### src/rtl/erc_regs.svh
`ifndef ERC_REGS_SVH
`define ERC_REGS_SVH

// ************************************************************
// register offsets (byte addresses)
// ************************************************************
`define ERC_A_CTRL      8'h00
`define ERC_A_STCHG     8'h04
`define ERC_A_LOG       8'h08
`define ERC_A_REC       8'h0C
`define ERC_A_IDS       8'h10
`define ERC_A_CMD       8'h14
`define ERC_A_STAT      8'h18

// ************************************************************
// field positions
// ************************************************************
`define ERC_CTRL_PERMIT 0
`define ERC_CTRL_BSD    1
`define ERC_CTRL_COMREP 2
`define ERC_STAT_PERM   0
`define ERC_STAT_WIN    1

// ************************************************************
// error type codes, code equals priority number
// ************************************************************
`define ERC_T_NOP       5'h00
`define ERC_T_UNSAFE    5'h1F
`define ERC_T_PRIM      5'h1E
`define ERC_T_SHAD      5'h1D
`define ERC_T_ERE       5'h1C
`define ERC_T_ARB       5'h1B
`define ERC_T_PAR       5'h1A
`define ERC_T_COMP      5'h19
`define ERC_T_UNC       5'h17
`define ERC_T_CECC      5'h16
`define ERC_T_COMALT    5'h15
`define ERC_T_ATT       5'h13
`define ERC_T_DET       5'h12
`define ERC_T_TPEW      5'h11
`define ERC_T_SYNC      5'h10

// ************************************************************
// reset values and timing
// ************************************************************
`define ERC_RST_ID      8'h00
`define ERC_WIN_CYCLES  32'h0000_1000

`endif

### src/rtl/erc_pkg.sv
package erc_pkg;

    typedef enum logic [1:0] {
        ERC_W_IDLE = 2'b01,
        ERC_W_OPEN = 2'b10
    } erc_win_t;

    typedef struct packed {
        logic [4:0]  cur_type;
        logic [7:0]  cur_loc;
        logic [4:0]  prev_type;
        logic [7:0]  prev_loc;
        logic        permit;
        logic        bsd;
        logic        com_rep;
        logic        perm;
        logic        com_d;
        logic [7:0]  stchg;
        logic [7:0]  mod_id;
        logic [7:0]  bus_id;
        erc_win_t    win;
        logic [31:0] win_cnt;
        logic [31:0] rdata;
        logic        rep_v;
        logic [4:0]  rep_type;
        logic [7:0]  rep_loc;
    } erc_state_t;

endpackage

### src/rtl/erc_error_log.sv
// Decided for this implementation: the strobed register port and the register offsets.
`timescale 1ns/1ps
`default_nettype none
`include "erc_regs.svh"

module erc_error_log #(
    parameter int unsigned WIN_CYCLES = `ERC_WIN_CYCLES
) (
    input  wire logic        clock,
    input  wire logic        rst_n,
    input  wire logic [7:0]  addr,
    input  wire logic [31:0] wdata,
    input  wire logic        wr,
    input  wire logic        rd,
    output logic      [31:0] rdata,
    input  wire logic        rc_addr_data_mismatch,
    input  wire logic        rc_bus_lines_a_mismatch,
    input  wire logic        rc_bus_drive_out_mismatch,
    input  wire logic        rc_module_check_mismatch,
    input  wire logic        bus_parity_err,
    input  wire logic        bus_fault_report_lines_err,
    input  wire logic        local_fault_report_lines_err,
    input  wire logic        status_change_in,
    input  wire logic        mem_err_flag,
    input  wire logic        uncorrectable_flag,
    input  wire logic        correction_output,
    input  wire logic        ext_err,
    input  wire logic        peer_report_valid,
    input  wire logic [4:0]  peer_report_type,
    input  wire logic [7:0]  peer_report_loc,
    output logic             report_out_valid,
    output logic      [4:0]  report_out_type,
    output logic      [7:0]  report_out_loc,
    output logic      [4:0]  recovery_type,
    output logic      [7:0]  recovery_loc,
    output logic             status_change_out
);

    erc_pkg::erc_state_t s_r;
    erc_pkg::erc_state_t s_nxt;

    logic       com_fall;
    logic [4:0] det_type;
    logic       det_bus;
    logic [7:0] det_loc;
    logic       cmd_v;
    logic [4:0] cmd_type;
    logic [7:0] cmd_loc;
    logic [4:0] peer_type;
    logic [4:0] w_type;
    logic [7:0] w_loc;
    logic       w_own;
    logic       w_v;
    logic       same_rep;

    // location from module or bus identifier
    function automatic logic [7:0] loc_pick(
        input logic       use_bus,
        input logic       bsd,
        input logic [7:0] mod_id,
        input logic [7:0] bus_id
    );
        loc_pick = (bsd || !use_bus) ? mod_id : bus_id;
    endfunction

    // ************************************************************
    // detection and selection
    // ************************************************************
    assign com_fall = s_r.com_rep && s_r.com_d && !status_change_in;

    erc_classify u_classify (
        .rc_addr_data_mismatch        (rc_addr_data_mismatch),
        .rc_bus_lines_a_mismatch      (rc_bus_lines_a_mismatch),
        .rc_bus_drive_out_mismatch    (rc_bus_drive_out_mismatch),
        .rc_module_check_mismatch     (rc_module_check_mismatch),
        .bus_parity_err               (bus_parity_err),
        .bus_fault_report_lines_err   (bus_fault_report_lines_err),
        .local_fault_report_lines_err (local_fault_report_lines_err),
        .com_fall                     (com_fall),
        .mem_err_flag                 (mem_err_flag),
        .uncorrectable_flag           (uncorrectable_flag),
        .correction_output            (correction_output),
        .ext_err                      (ext_err),
        .cur_type                     (s_r.cur_type),
        .cur_loc                      (s_r.cur_loc),
        .mod_id                       (s_r.mod_id),
        .bus_id                       (s_r.bus_id),
        .det_type                     (det_type),
        .det_bus                      (det_bus)
    );

    assign det_loc = loc_pick(det_bus, s_r.bsd, s_r.mod_id, s_r.bus_id);

    // commands only count while software has permitted them
    assign cmd_v    = wr && (addr == `ERC_A_CMD) && s_r.permit
                      && (wdata[4:0] != `ERC_T_NOP);
    assign cmd_type = cmd_v ? wdata[4:0] : `ERC_T_NOP;
    assign cmd_loc  = loc_pick((cmd_type == `ERC_T_ATT) || (cmd_type == `ERC_T_DET),
                               s_r.bsd, s_r.mod_id, s_r.bus_id);
    assign peer_type = peer_report_valid ? peer_report_type : `ERC_T_NOP;

    erc_select u_select (
        .a_type (det_type),
        .a_loc  (det_loc),
        .b_type (cmd_type),
        .b_loc  (cmd_loc),
        .c_type (peer_type),
        .c_loc  (peer_report_loc),
        .w_type (w_type),
        .w_loc  (w_loc),
        .w_own  (w_own)
    );

    assign w_v      = (w_type != `ERC_T_NOP);
    assign same_rep = (w_type == s_r.cur_type) && (w_loc == s_r.cur_loc);

    // ************************************************************
    // next state
    // ************************************************************
    always_comb begin
        s_nxt          = s_r;
        s_nxt.rdata    = 32'h0000_0000;
        s_nxt.rep_v    = 1'b0;
        s_nxt.com_d    = status_change_in;

        if (wr) begin
            unique case (addr)
                `ERC_A_CTRL: begin
                    s_nxt.permit  = wdata[`ERC_CTRL_PERMIT];
                    s_nxt.bsd     = wdata[`ERC_CTRL_BSD];
                    s_nxt.com_rep = wdata[`ERC_CTRL_COMREP];
                end
                `ERC_A_STCHG: begin
                    s_nxt.stchg = wdata[7:0];
                end
                `ERC_A_IDS: begin
                    s_nxt.mod_id = wdata[7:0];
                    s_nxt.bus_id = wdata[15:8];
                end
                `ERC_A_STAT: begin
                    if (wdata[`ERC_STAT_PERM]) begin
                        s_nxt.perm = 1'b0;
                    end
                end
                default: begin
                end
            endcase
        end
        if (cmd_v) begin
            s_nxt.permit = 1'b0;
        end

        if (rd) begin
            unique case (addr)
                `ERC_A_CTRL:  s_nxt.rdata = {29'h0000_0000, s_r.com_rep, s_r.bsd, s_r.permit};
                `ERC_A_STCHG: s_nxt.rdata = {24'h00_0000, s_r.stchg};
                `ERC_A_LOG:   s_nxt.rdata = {16'h0000, s_r.cur_loc, 3'h0, s_r.cur_type};
                `ERC_A_REC:   s_nxt.rdata = {16'h0000, s_r.prev_loc, 3'h0, s_r.prev_type};
                `ERC_A_IDS:   s_nxt.rdata = {16'h0000, s_r.bus_id, s_r.mod_id};
                `ERC_A_STAT:  s_nxt.rdata = {30'h0000_0000,
                                             s_r.win == erc_pkg::ERC_W_OPEN, s_r.perm};
                default:      s_nxt.rdata = 32'h0000_0000;
            endcase
        end

        // window countdown; a new report below restarts it, except an ERC_T_TPEW report, which closes it
        if (s_r.win == erc_pkg::ERC_W_OPEN) begin
            if (s_r.win_cnt == 32'h0000_0000) begin
                s_nxt.win = erc_pkg::ERC_W_IDLE;
            end else begin
                s_nxt.win_cnt = s_r.win_cnt - 32'h0000_0001;
            end
        end

        // only the winner is logged; losers are dropped
        if (w_v) begin
            s_nxt.prev_type = s_r.cur_type;
            s_nxt.prev_loc  = s_r.cur_loc;
            s_nxt.cur_type  = w_type;
            s_nxt.cur_loc   = w_loc;
            if (w_own) begin
                s_nxt.rep_v    = 1'b1;
                s_nxt.rep_type = w_type;
                s_nxt.rep_loc  = w_loc;
            end
            // set placed after the software clear so it wins
            if ((w_type == `ERC_T_UNSAFE) || (w_type == `ERC_T_PRIM)) begin
                s_nxt.perm = 1'b1;
            end
            if ((s_r.win == erc_pkg::ERC_W_OPEN) && same_rep
                && (w_type != `ERC_T_TPEW)) begin
                s_nxt.perm = 1'b1;
            end
            if (w_type == `ERC_T_TPEW) begin
                s_nxt.win = erc_pkg::ERC_W_IDLE;
            end else begin
                s_nxt.win     = erc_pkg::ERC_W_OPEN;
                s_nxt.win_cnt = 32'(WIN_CYCLES - 1);
            end
        end

        if (!rst_n) begin
            s_nxt        = '0;
            s_nxt.win    = erc_pkg::ERC_W_IDLE;
            s_nxt.mod_id = `ERC_RST_ID;
            s_nxt.bus_id = `ERC_RST_ID;
        end
    end

    always_ff @(posedge clock) begin
        s_r <= s_nxt;
    end

    // ************************************************************
    // outputs
    // ************************************************************
    assign rdata             = s_r.rdata;
    assign report_out_valid  = s_r.rep_v;
    assign report_out_type   = s_r.rep_type;
    assign report_out_loc    = s_r.rep_loc;
    assign recovery_type     = s_r.cur_type;
    assign recovery_loc      = s_r.cur_loc;
    assign status_change_out = s_r.perm;

    // ************************************************************
    // assertions
    // ************************************************************
    logic [12:0] det_vec;
    assign det_vec = {rc_addr_data_mismatch, rc_bus_lines_a_mismatch,
                      rc_bus_drive_out_mismatch, rc_module_check_mismatch,
                      bus_parity_err, bus_fault_report_lines_err,
                      local_fault_report_lines_err, com_fall, mem_err_flag,
                      uncorrectable_flag, ext_err, peer_report_valid, cmd_v};
endmodule
`default_nettype wire

### src/rtl/erc_classify.sv
`timescale 1ns/1ps
`default_nettype none
`include "erc_regs.svh"

module erc_classify (
    input  wire logic       rc_addr_data_mismatch,
    input  wire logic       rc_bus_lines_a_mismatch,
    input  wire logic       rc_bus_drive_out_mismatch,
    input  wire logic       rc_module_check_mismatch,
    input  wire logic       bus_parity_err,
    input  wire logic       bus_fault_report_lines_err,
    input  wire logic       local_fault_report_lines_err,
    input  wire logic       com_fall,
    input  wire logic       mem_err_flag,
    input  wire logic       uncorrectable_flag,
    input  wire logic       correction_output,
    input  wire logic       ext_err,
    input  wire logic [4:0] cur_type,
    input  wire logic [7:0] cur_loc,
    input  wire logic [7:0] mod_id,
    input  wire logic [7:0] bus_id,
    output logic      [4:0] det_type,
    output logic            det_bus
);

    logic bus_ere_here;
    logic loc_ere_here;

    assign bus_ere_here = (cur_type == `ERC_T_ERE) && (cur_loc == bus_id);
    assign loc_ere_here = (cur_type == `ERC_T_ERE) && (cur_loc == mod_id);

    // later assignments override earlier ones: ascending priority
    always_comb begin
        det_type = `ERC_T_NOP;
        det_bus  = 1'b0;
        if (com_fall) begin
            det_type = `ERC_T_COMALT;
        end
        if (mem_err_flag && !uncorrectable_flag && !correction_output) begin
            det_type = `ERC_T_CECC;
        end
        if (mem_err_flag && uncorrectable_flag) begin
            det_type = `ERC_T_UNC;
        end
        if (rc_addr_data_mismatch || rc_bus_lines_a_mismatch) begin
            det_type = `ERC_T_COMP;
            det_bus  = 1'b0;
        end
        if (bus_parity_err) begin
            det_type = `ERC_T_PAR;
            det_bus  = 1'b1;
        end
        if (rc_bus_drive_out_mismatch) begin
            det_type = `ERC_T_ARB;
            det_bus  = 1'b1;
        end
        if (bus_fault_report_lines_err) begin
            det_type = `ERC_T_ERE;
            det_bus  = 1'b1;
        end
        // both pairs faulty: module identifier wins, unless the bus pair repeats an ERC_T_ERE logged at the bus identifier
        if (local_fault_report_lines_err) begin
            det_type = `ERC_T_ERE;
            det_bus  = 1'b0;
        end
        if (bus_fault_report_lines_err && bus_ere_here) begin
            det_type = `ERC_T_UNSAFE;
            det_bus  = 1'b1;
        end
        if (local_fault_report_lines_err && loc_ere_here) begin
            det_type = `ERC_T_UNSAFE;
            det_bus  = 1'b0;
        end
        if (rc_module_check_mismatch || ext_err) begin
            det_type = `ERC_T_UNSAFE;
            det_bus  = 1'b0;
        end
    end

endmodule
`default_nettype wire

### src/rtl/erc_select.sv
`timescale 1ns/1ps
`default_nettype none

module erc_select (
    input  wire logic [4:0] a_type,
    input  wire logic [7:0] a_loc,
    input  wire logic [4:0] b_type,
    input  wire logic [7:0] b_loc,
    input  wire logic [4:0] c_type,
    input  wire logic [7:0] c_loc,
    output logic      [4:0] w_type,
    output logic      [7:0] w_loc,
    output logic            w_own
);

    // ties go to the earlier input; type zero never wins
    always_comb begin
        w_type = a_type;
        w_loc  = a_loc;
        w_own  = 1'b1;
        if (b_type > w_type) begin
            w_type = b_type;
            w_loc  = b_loc;
        end
        if (c_type > w_type) begin
            w_type = c_type;
            w_loc  = c_loc;
            w_own  = 1'b0;
        end
    end

endmodule
`default_nettype wire

### config.mk
export PLATFORM = sky130hd
export DESIGN_NAME = erc_error_log
export DESIGN_NICKNAME = d
export VERILOG_FILES = /design/src/rtl/erc_pkg.sv /design/src/rtl/erc_error_log.sv /design/src/rtl/erc_classify.sv /design/src/rtl/erc_select.sv
export VERILOG_INCLUDE_DIRS = /design/src /design/src/rtl
export SDC_FILE = /design/constraint.sdc
export NUM_CORES = 1
export LEC_CHECK = 0
export BUFFER_PORTS_ARGS = -buffer_cell sky130_fd_sc_hd__buf_4
export CORE_ASPECT_RATIO = 0.75
export CORE_MARGIN = 4
export CORE_UTILIZATION = 27
export DETAILED_ROUTE_END_ITERATION = 7
export MAX_ROUTING_LAYER = met4
export PLACE_DENSITY = 0.45
export SYNTH_ARGS = -nofsm -noshare
export SYNTH_HDL_FRONTEND = slang
export SYNTH_SLANG_ARGS = --single-unit
### constraint.sdc
create_clock -name clock -period 7.3 [get_ports clock]
set_input_delay 1.46 -clock clock [delete_from_list [all_inputs] [get_ports clock]]
set_output_delay 1.46 -clock clock [all_outputs]
set_load 0.05 [all_outputs]
# Word-level counts from Yosys, hierarchy flattened
# Cells that the tools add are included.
[classes]
n_mux = 40
eq_ne = 18
n_addsub = 1
n_bitwise = 2
n_lt_le_gt_ge = 2
n_reduce_logical = 40
[ops]
columns = ["op", "count"]
rows = [
  ["case mux 16 bit (6 select lines)", 1],
  ["two-way mux 5 bit", 15],
  ["two-way mux 34 bit", 2],
  ["two-way mux 32 bit", 2],
  ["logical NOT 32 bit", 1],
  ["two-way mux 8 bit", 4],
  ["subtractor 32 x 1 -> 32 bit, second input constant", 1],
  ["== test 5 bit, second input constant", 6],
  ["== test 8 x 5 -> 1 bit, second input constant", 3],
  ["== test 8 bit", 3],
  ["== test 8 x 4 -> 1 bit, second input constant", 2],
  ["logical AND 1 bit", 15],
  ["two-way mux 14 bit", 1],
  ["AND reduction 2 bit", 7],
  ["two-way mux 1 bit", 13],
  ["> comparator 5 bit", 2],
  ["nonzero test 5 bit", 2],
  ["== test 8 x 3 -> 1 bit, second input constant", 1],
  ["logical NOT 8 bit", 1],
  ["logical OR 1 bit", 6],
  ["== test 5 bit", 1],
  ["logical NOT 1 bit", 5],
  ["!= test 5 bit, second input constant", 1],
  ["two-way mux 2 bit", 2],
  ["other kinds (4)", 6],
]
[word_totals]
output_inout_bits = 60
in_bits = 70
wordCells = 121
regBits = 135

# Depth between registers and ports, before layout
# Gate-level depths: netlist (run 1).
[depth]
depth_word = 23
depth_mapped = 25
mapped_depth_nobuf = 21

# Modules after synthesis
# A second synthesis (run 1) with hierarchy kept.
[unflattened]
hier_cells = 835
area_unflattened_um2 = 6884.1
[modules_own_cells]
columns = ["mod", "seq_area_each_um2", "cells_per_inst", "instances", "area_each_um2"]
rows = [
  ["erc_error_log", 2382.3, 694, 1, 5893.2],
  ["erc_select", 0.0, 95, 1, 656.9],
  ["erc_classify", 0.0, 46, 1, 334.1],
]

# Worst setup path after synthesis (run 1)
# Ideal clock, no wire load.
[synth_timing]
path_type = "input to register"
start = "input local_fault_report_lines_err"
end = "register s_r (netlist bit status_change_out)"
path_buffers = 1
setup_time_ns = 0.084
cell_stages = 22
required_ns = 7.216
slack_ns = 0.710
arrival_ns = 6.506
cell_sequence = "inv_1 -> or4_4 -> o31ai_4 -> a211oi_1 -> ha_1 -> nand2b_1 -> a21oi_1 -> nor3_1 -> o21ai_0 -> and2_1 -> inv_1 -> ha_1 -> and4_1 -> a21oi_1 -> o31a_1 -> clkbuf_1 -> nor3_1 -> o2bb2ai_2 -> or4_1 -> or4_1 -> or4_1 -> o31ai_2"
[synth_via]
elab_chain_len = 15
word_cells_on_any_way = 31
classes_between = "order compare: 2; eq/ne: 5; mux: 16; reduce/logical: 8"
[synth_lines]
columns = ["item", "line", "rtl"]
rows = [
  ["start, declared", "erc_error_log.sv:22", "input wire logic local_fault_report_lines_err,"],
  ["parallel branches: the longest is 14 deep, another holds > comparator 5 bit", "n/a", ""],
  ["two-way mux 1 bit (*)", "erc_error_log.sv:176", "if (w_v) begin"],
  ["end signal, assigned", "erc_error_log.sv:211", "s_r <= s_nxt;"],
  ["end, declared", "erc_error_log.sv:39", "erc_pkg::erc_state_t s_r;"],
]
# Every way passes the cells marked *.
# A chain may end at the register's enable or synchronous reset.

# Worst setup path after layout (run 1)
# Same ends and word-level chain as after synthesis.

==> flow_summary_export.csv, run 1 <==
group,metric,value,unit
outcome,status,"finished clean",
place,numPortBuffers,97,
power_and_ir_drop,switching_share,23.85,%
layout,area_growth,20.83,%
timing,fin_crit_sh,89.69,%
critical_path,path_buf_inv,4,
global_routing,antenna_found_initial,0,
clock_tree,cts_max_level,4,
critical_path,rr_startpoint,"recovery_type[4]",
critical_path,r2r_slack,1.02,ns
power_and_ir_drop,total_power,1.727,mW
drt,ant_nets,0,
timing,setup-tns-final,0,ns
floorplan,core,25910,um2
floorplan,fp.dieW,195.2,um
yosys,synthTopCellsByArea,"dfxtp_1 34%, buf_4 6.1%, a21boi_0 5.3%, nor2_1 4.7%, nand2_1 4.5%",
yosys,synth_top_area_share,33.58,%
yosys,netlist_instances,871,
global_routing,first_global_vias,6019,
clock_tree,root_buffer,"clkbuf_16",
power_and_ir_drop,power_density,201.5,nW/um2
critical_path,r2r-end,"status_change_out",
layout,fin_nets,1007,
yosys,async_flop_share,0,%
yosys,seq_area_frac_synth,33.58,%
layout,final_common_cell,"buf_4",
floorplan,num_rows,51,
power_and_ir_drop,power_frac_seq,39.0,%
clock_tree,numClockSinks,119,
yosys,syn_area,7094,um2
critical_path,critPathSlowestCell,"or4_1",
worst_hold_path,hp-class,"reg -> reg",
power_and_ir_drop,total_leakage_power,3.520,nW
yosys,avgSynthCellArea,8.145,um2
clock_tree,ctsHoldBuffers,0,
critical_path,crit_family,"simple AND/OR/NAND/NOR gates",
floorplan,dieArea,28960,um2
power_and_ir_drop,power.net_switching,0.4119,mW
floorplan,ios,130,
timing,whs,0.4570,ns
power_and_ir_drop,vdd_ir_drop_max,0.1609,mV
critical_path,cp_max_fo,14,
drt,route.detailed.drc,0,
layout,drive_above_1_share,19.34,%
critical_path,cp.depth,22,
critical_path,critical_path_class,"in -> reg",
layout,layout_common_cells,"132 x buf_4, 119 x dfxtp_1, 89 x nor2_1",
place,dp_slack,0.3940,ns
global_routing,grtUsageTotal,16.41,%
timing,worstMarginPinSlew,1.093,ns
timing,slew_headroom,26.82,%
yosys,synth_cell_types,71,
yosys,yosysWarnings,0,
yosys,synth_seq_cells,119,
drt,drtIter0Drc,451,
timing,slew_violations,0,
yosys,synthFlopType,"dfxtp_1",
drt,wl_per_cell,18.10,um
power_and_ir_drop,p_clk_share,51.7,%
clock_tree,clk_pin_slew_worst_paths,0.06,ns
worst_hold_path,hold_start,"s_r[120]",
critical_path,worst_ep_arrival_time,6.85,ns
place,placed_area,7953,um2
place,routabilityCongestion,0.9332,
critical_path,cp-end-kind,"flip-flop",
worst_hold_path,hold-path-cell-count,2,
critical_path,cp.required,7.60,ns
drt,first_pass_iters,7,
clock_tree,numCtsBuffers,17,
global_routing,grt_max_degree,86,
critical_path,rr_worst_depth,21,
clock_tree,tritoncts,"built",
global_routing,overflow,0,
timing,rsz0062_at_grt,"false",
yosys,synth-edff-count,0,
place,dpl.cell_count,1250,
power_and_ir_drop,p_int,1.315,mW
timing,clock_skew,0.01693,ns
drt,viasPerCell,4.887,
critical_path,crit_path_start_kind,"primary input",
critical_path,max_stage_delay,0.54,ns
clock_tree,cts_resized,0,
layout,postLayoutCoreUtil,33.09,%
global_routing,grt_pass1_wl,35820,um
timing,fmax,0.1527,GHz
drt,vias,6255,
clock_tree,cts_setup_buffers,0,
timing,fin_ws,0.7525,ns
layout,final_area,8572,um2
clock_tree,cts_buffer_depth,2,
critical_path,cp_common_cell,"or4_1",
drt,wirelength,23170,um
floorplan,dieHeight,148.4,um
worst_hold_path,hold_path_end,"s_r[120]",
layout,final_cells,1280,
timing,finalSetupViolCount,0,
critical_path,path_cells,"buf_4, inv_1, or4_4, o31ai_4, a211oi_1, ha_1, and3_1, nand3_1, o21ai_1, o21ai_0, and2_1, inv_1, ha_1, o21ai_0, a21oi_1, o31a_1, buf_4, nor4_1, or4_1, or4_1, or4_1, o31ai_2",
flow_run,drv_cap,0,
clock_tree,clock_latency,0.42,ns
layout,diodes,0,
timing,hold_viol,0,
floorplan,start_util,27.38,%
place,dpl.hpwl,17580,um
timing,period_minus_slack,6.548,ns
power_and_ir_drop,combPwrFrac,9.3,%
yosys,yosysTopAreaCell,"dfxtp_1",
-- worst min-delay path, stage by stage (launching register included) --
cell and delay (ns):
dfxtp_1 0.30, nand2_1 0.04, a21boi_0 0.06
-- final cells by class --
| class | count | area, um2 |
|---|---|---|
| fill | 2814 | 17340 |
| timing repair buffer | 133 | 1011 |
| sequential | 119 | 2382 |
| clock buffer | 21 | 470.5 |
| multi-input combinational | 634 | 4054 |
| tap | 344 | 430.4 |
| clock inverter | 9 | 148.9 |
| inverter | 20 | 75.07 |
-- cell usage after synthesis (all sizes together), types with 5 or more instances --
library cell and n:
clkbuf 43, mux2i 28, o211a 13, a222oi 8, nor4 15, or4 14, o21ai 26, or3 7
a31oi 8, o211ai 9, nor2 89, a22o 5, buf 70, nor2b 18, a21boi 50, ha 12
nand2 85, a22oi 6, and3 6, and2 17, dfxtp 119, nand3 35, nand2b 11, a21oi 20
xnor2 35, inv 20, nor3 19, o31ai 8, xor2 16
-- flip-flops by register name, indices dropped and copies added (netlist names) --
signal             cells
rdata                 16
recovery_loc           8
recovery_type          5
report_out_loc         8
report_out_type        5
report_out_valid       1
s_r                   75
status_change_out      1
-- layer usage --
| metal | vias to the layer above | track usage [%] | share of wire (%) |
|---|---|---|---|
| met1 | 2969 | 25.20 | 54 |
| met2 | 171 | 21.34 | 39 |
| met5 | - | - | 0 |
| met4 | 0 | 3.629 | 0.83 |
| li1 | 3105 | - | - |
| met3 | 10 | 3.986 | 6.8 |
-- power by group through the flow --
stage	logic, mW	clock network, mW	registers [mW]
floorplan	0.108	0	0.686
global placement	0.161	0	0.687
detailed placement	0.161	0	0.687
CTS	0.162	0.914	0.673
global route	0.175	0.937	0.674
finish	0.161	0.892	0.673
-- worst max-delay path by stage --
stage	start	slack, ns	end
3_3_place_gp	local_fault_report_lines_err	0.40	status_change_out
2_1_floorplan	local_fault_report_lines_err	0.71	status_change_out
3_5_place_dp	local_fault_report_lines_err	0.39	status_change_out
5_1_grt	addr[0]	0.45	status_change_out
4_1_cts	local_fault_report_lines_err	0.81	status_change_out
6_report	local_fault_report_lines_err	0.75	status_change_out
-- cell families (layout without fill, tap and decap cells) --
kind of cell | count (synthesis) | after routing | share of synthesized area, %
AOI/OAI and AO/OA | 185 | 185 | 19.37
xor gates and xnor gates | 51 | 51 | 6.296
adders and majority gates | 12 | 12 | 2.116
buffers and inverters | 133 | 183 | 10.33
DFF | 119 | 119 | 33.58
muxes | 32 | 32 | 4.586
other | 1 | 16 | 0.05286
and+or+nand+nor | 338 | 338 | 23.67
(Power assumes the default switching activity.)
==> run 2: changes to the inputs <==
--- a/config.mk
+++ b/config.mk
@@ -11,4 +11,5 @@
 export CORE_MARGIN = 4
 export CORE_UTILIZATION = 27
+export CTS_BUF_LIST = sky130_fd_sc_hd__clkbuf_4
 export DETAILED_ROUTE_END_ITERATION = 7
 export MAX_ROUTING_LAYER = met4
==> constraint.sdc (replaced) <==
create_clock -name clock -period 7.3 [get_ports clock]
set_input_delay 0.73 -clock clock [delete_from_list [all_inputs] [get_ports clock]]
set_output_delay 0.73 -clock clock [all_outputs]
set_load 0.05 [all_outputs]
==> run 2 against run 1 <==
Core utilization fell by 1.5 points; power down 22%; sequential power hardly changed; first-iteration DRC count shrank 18%; maximum frequency about the same; critical path depth decreased by 1; setup slack got worse by 0.0015 ns; non-clock buffer count decreased by 6; sequential share of layout area is 1.3 points higher; flip-flop and latch count is the same; worst hold slack worse by 0.054 ns; critical endpoint unchanged.
==> flow_summary_export.csv, run 2 (same netlist as run 1, synthesis figures left out) <==
group,metric,value,unit
critical_path,critical_path_class,"reg -> reg",
global_routing,antenna_found_initial,1,
critical_path,cp.required,7.71,ns
timing,fin_crit_sh,89.71,%
floorplan,num_rows,51,
timing,hold_viol,0,
place,dpl.hpwl,17540,um
flow_run,drv_cap,0,
global_routing,grt_pass1_wl,35530,um
power_and_ir_drop,vdd_ir_drop_max,0.08130,mV
layout,final_area,8190,um2
critical_path,r2r_slack,0.75,ns
layout,multi_input_area,4054,um2
floorplan,fp.dieW,195.2,um
clock_tree,cts_buffer_depth,2,
layout,postLayoutCoreUtil,31.61,%
layout,drive_above_1_share,18.99,%
power_and_ir_drop,p_clk_share,38.3,%
clock_tree,numClockSinks,119,
floorplan,start_util,27.38,%
timing,finalSetupViolCount,0,
clock_tree,clock_latency,0.54,ns
floorplan,dieArea,28960,um2
critical_path,crit_path_start_kind,"flip-flop",
timing,slew_headroom,43.51,%
worst_hold_path,hp-class,"in -> reg",
power_and_ir_drop,power_density,164.8,nW/um2
drt,ant_nets,0,
layout,largest_reg_flops,75,
critical_path,worst_ep_arrival_time,6.96,ns
layout,area_growth,15.45,%
drt,route.detailed.drc,0,
floorplan,dieHeight,148.4,um
place,numPortBuffers,97,
layout,final_common_cell,"buf_4",
global_routing,overflow,0,
timing,fmax,0.1527,GHz
drt,drtIter0Drc,370,
clock_tree,tritoncts,"built",
power_and_ir_drop,p_int,0.9584,mW
clock_tree,root_buffer,"clkbuf_4",
layout,top_register,"s_r",
timing,setup-tns-final,0,ns
clock_tree,cts_resized,0,
clock_tree,numCtsBuffers,17,
drt,wl_per_cell,18.27,um
timing,period_minus_slack,6.549,ns
power_and_ir_drop,combPwrFrac,12.0,%
place,placed_area,7895,um2
power_and_ir_drop,power_frac_seq,49.7,%
power_and_ir_drop,total_power,1.350,mW
outcome,status,"finished clean",
global_routing,grt_max_degree,87,
layout,area.sequential,2382,um2
timing,clock_skew,0.02972,ns
layout,nFillCells,2815,
drt,first_pass_iters,5,
layout,layout_common_cells,"127 x buf_4, 119 x dfxtp_1, 89 x nor2_1",
floorplan,ios,130,
layout,fin_nets,1001,
global_routing,grtUsageTotal,16.34,%
critical_path,cp-end-kind,"flip-flop",
drt,wirelength,23330,um
timing,whs,0.4030,ns
drt,vias,6238,
clock_tree,cts_max_level,4,
critical_path,cp_max_fo,8,
timing,slew_violations,0,
timing,worstMarginPinSlew,0.8442,ns
floorplan,core,25910,um2
clock_tree,cts_setup_buffers,0,
place,routabilityCongestion,0.8978,
drt,viasPerCell,4.885,
power_and_ir_drop,total_leakage_power,3.338,nW
timing,rsz0062_at_grt,"false",
clock_tree,ctsHoldBuffers,0,
clock_tree,clk_pin_slew_worst_paths,0.12,ns
power_and_ir_drop,power.net_switching,0.3913,mW
power_and_ir_drop,switching_share,28.99,%
global_routing,first_global_vias,5837,
-- run 2: area by class of cell --
type                            instances  area share [%]
Clock buffer                           18           1.650
Clock inverter                         14           1.925
Timing Repair Buffer                  127           11.64
Sequential cell                       119           29.09
Tap cell                              344           5.255
Multi-Input combinational cell        634           49.50
Antenna cell                            1         0.03055
Inverter                               20          0.9166
-- run 2: worst max-delay path, stage by stage, from the launching register on --
cell and delay [ns]:
dfxtp_1 0.33, nand4b_1 0.27, or4_4 0.54, o31ai_4 0.29
a211oi_1 0.13, ha_1 0.31, and3_1 0.15, nand3_1 0.15
o21ai_1 0.23, o21ai_0 0.32, and2_1 0.29, inv_1 0.06
ha_1 0.28, and4_1 0.21, a21oi_1 0.28, o31a_1 0.40
nor3_1 0.19, o2bb2ai_2 0.17, or4_1 0.53, or4_1 0.42
or4_1 0.52, o31ai_2 0.37
-- run 2: routing by layer --
metal | GRT usage [%] | vias to the layer above | routed length (um)
li1 | - | 3098 | -
met1 | 25.81 | 2969 | 12870
met2 | 20.56 | 164 | 8861
met3 | 4.121 | 7 | 1474
met4 | 2.931 | 0 | 123
met5 | - | - | 0
-- run 2: final timing paths --
path	cells past startpoint	from	end
max	21	recovery_type[1]	status_change_out
min	2	status_change_in	s_r[104]
max reg2reg	21	recovery_type[1]	status_change_out
min reg2reg	2	s_r[117]	s_r[117]
-- run 2: metrics by stage --
| step | instances | worst slack [ns] |
|---|---|---|
| after global routing | 1277 | 0.3652 |
| after floorplan | 886 | 1.440 |
| final | 1277 | 0.7510 |
| after CTS | 1276 | 0.7854 |
| after global placement | 1244 | 0.6130 |
| after detailed placement | 1244 | 0.5760 |
-- run 2: power groups by stage --
stage               combinational [mW]  sequential, mW  clock [mW]
finish                           0.161           0.671       0.517
global route                     0.174           0.673       0.561
CTS                              0.161           0.671       0.537
detailed placement               0.161           0.686           0
global placement                 0.161           0.686           0
floorplan                        0.108           0.686           0
==> run 3: changes to the inputs <==
Settings changed: BUFFER_PORTS_ARGS -buffer_cell sky130_fd_sc_hd__buf_4 to default, DONT_BUFFER_PORTS from default to 1, PLACE_DENSITY 0.45 to 0.4.
==> run 3 against run 2 <==
Sequential share of layout area is 2.5 points higher; critical path type unchanged; count of clock-buffer cells in the layout stayed put; critical endpoint is now s_r[78]; wire length is 5.2% higher; via count is 3.7% lower; global-route usage is 1.1 points higher; largest cell class unchanged; design area is 7.8% lower.
==> flow_summary_export.csv, run 3 (same netlist as run 1, synthesis figures left out) <==
group,metric,value,unit
outcome,status,"finished clean",
layout,largest_reg_flops,75,
global_routing,antenna_found_initial,1,
critical_path,critical_path_class,"reg -> reg",
timing,fin_ws,0.7372,ns
power_and_ir_drop,switching_share,27.78,%
critical_path,startpoint,"recovery_loc[4]",
timing,fin_crit_sh,89.90,%
clock_tree,cts_resized,0,
place,dpl.hpwl,18240,um
timing,setup-tns-final,0,ns
clock_tree,numClockSinks,119,
timing,clock_skew,0.02719,ns
power_and_ir_drop,p_int,0.9704,mW
power_and_ir_drop,vdd_ir_drop_max,0.09078,mV
critical_path,worst_ep_arrival_time,7.01,ns
drt,vias,6010,
clock_tree,cts_max_level,4,
layout,final_cells,1189,
critical_path,cp.required,7.75,ns
critical_path,cp_max_fo,32,
timing,slew_violations,0,
timing,finalSetupViolCount,0,
drt,ant_nets,0,
power_and_ir_drop,power_frac_seq,50.6,%
place,dpl.cell_count,1156,
critical_path,r2r_slack,0.74,ns
place,routabilityCongestion,0.8758,
power_and_ir_drop,total_leakage_power,2.920,nW
clock_tree,clock_latency,0.56,ns
timing,period_minus_slack,6.563,ns
power_and_ir_drop,combPwrFrac,7.8,%
drt,wl_per_cell,20.65,um
worst_hold_path,hp-class,"in -> reg",
floorplan,dieArea,28960,um2
timing,hold_viol,0,
critical_path,rr_worst_depth,22,
floorplan,ios,130,
drt,route.detailed.drc,0,
clock_tree,root_buffer,"clkbuf_4",
critical_path,cp-end-kind,"flip-flop",
global_routing,grtUsageTotal,17.40,%
timing,worstMarginPinSlew,0.9213,ns
layout,fin_nets,913,
clock_tree,tritoncts,"built",
clock_tree,numCtsBuffers,17,
critical_path,crit_path_start_kind,"flip-flop",
power_and_ir_drop,power_density,177.9,nW/um2
place,numPortBuffers,0,
global_routing,first_global_vias,5804,
critical_path,r2r-end,"s_r[78]",
global_routing,overflow,0,
floorplan,dieHeight,148.4,um
drt,viasPerCell,5.055,
clock_tree,cts_setup_buffers,0,
layout,drive_above_1_share,10.43,%
floorplan,fp.dieW,195.2,um
clock_tree,ctsHoldBuffers,0,
clock_tree,clk_pin_slew_worst_paths,0.12,ns
floorplan,core,25910,um2
timing,whs,0.2864,ns
global_routing,grt_pass1_wl,37340,um
critical_path,endpoint,"s_r[78]",
floorplan,start_util,27.38,%
timing,fmax,0.1524,GHz
layout,layout_common_cells,"119 x dfxtp_1, 89 x nor2_1, 85 x nand2_1",
power_and_ir_drop,power.net_switching,0.3732,mW
power_and_ir_drop,p_clk_share,41.7,%
drt,drtIter0Drc,503,
flow_run,drv_cap,0,
layout,area_growth,6.473,%
critical_path,rr_startpoint,"recovery_loc[4]",
drt,wirelength,24550,um
layout,top_register,"s_r",
clock_tree,cts_buffer_depth,2,
place,dp_slack,0.6345,ns
global_routing,grt_max_degree,87,
drt,first_pass_iters,5,
floorplan,num_rows,51,
timing,slew_headroom,38.10,%
layout,final_common_cell,"dfxtp_1",
timing,rsz0062_at_grt,"false",
-- run 3: cell types whose count changed in the layout (fill, tap and decap cells not counted) --
| cell | change |
|---|---|
| bufinv_16 | +1 |
| clkinvlp_4 | -3 |
| buf_4 | -88 |
| clkinv_4 | +2 |
| clkinv_2 | -1 |
| clkinv_1 | +1 |
-- run 3: power groups by stage --
stage               Sequential (mW)  Clock (mW)  Combinational [mW]
global route                  0.681       0.605               0.114
detailed placement            0.694           0               0.105
finish                        0.679       0.560               0.105
global placement              0.694           0               0.104
CTS                           0.680       0.578               0.105
floorplan                     0.686           0               0.108
-- run 3: final cells by class --
type | instances | area (um2)
well taps | 344 | 430.4
clock buffers | 18 | 135.1
flip-flops and latches | 119 | 2382
multi-input cells | 634 | 4054
fillers | 2852 | 18350
repair buffers | 39 | 292.8
clock inverters | 14 | 181.4
diodes | 1 | 2.502
inverters | 20 | 75.07
-- run 3: worst min-delay path by stage --
stage | depth (start not counted) | slack, ns | startpoint | to
6_report | 1 | 0.29 | status_change_in | s_r[104]
5_1_grt | 1 | 0.22 | status_change_in | s_r[104]
4_1_cts | 1 | 0.21 | rst_n | s_r[78]
3_5_place_dp | 2 | 0.45 | s_r[120] | s_r[120]
3_3_place_gp | 2 | 0.45 | s_r[116] | s_r[116]
2_1_floorplan | 2 | 0.43 | s_r[119] | rdata[2]
-- run 3: critical path, cell delays in order, from the launching register on --
cell and delay (ns):
dfxtp_1 0.37, buf_4 0.28, xnor2_1 0.12, nand4_1 0.22, o31ai_4 0.10, a211oi_1 0.46, ha_1 0.34, nand2b_1 0.07
a21oi_1 0.08, nor3_1 0.71, o21ai_0 0.33, and2_1 0.31, inv_1 0.07, ha_1 0.23, o21ai_0 0.19, a21oi_1 0.12
o31a_1 0.33, buf_4 0.23, and2_1 0.22, or4b_1 0.64, or2_2 0.62, o31ai_1 0.33, nand2_1 0.07
-- run 3: per-stage QoR --
step / total power, mW / utilization, % / cell area, um2
floorplan: 0.7941 / - / 7151
global placement: 0.7986 / 27.92 / 7234
detailed placement: 0.7988 / 27.92 / 7234
CTS: 1.362 / 29.15 / 7551
global route: 1.401 / 29.16 / 7553
finish: 1.344 / 29.16 / 7553
-- run 3: routing by layer --
| layer | up-vias | part of all wire, % | GRT usage [%] |
|---|---|---|---|
| li1 | 2922 | - | - |
| met1 | 2869 | 52 | 25.89 |
| met2 | 202 | 38 | 22.41 |
| met3 | 17 | 8.8 | 6.159 |
| met4 | 0 | 1.2 | 3.350 |
| met5 | - | 0 | - |
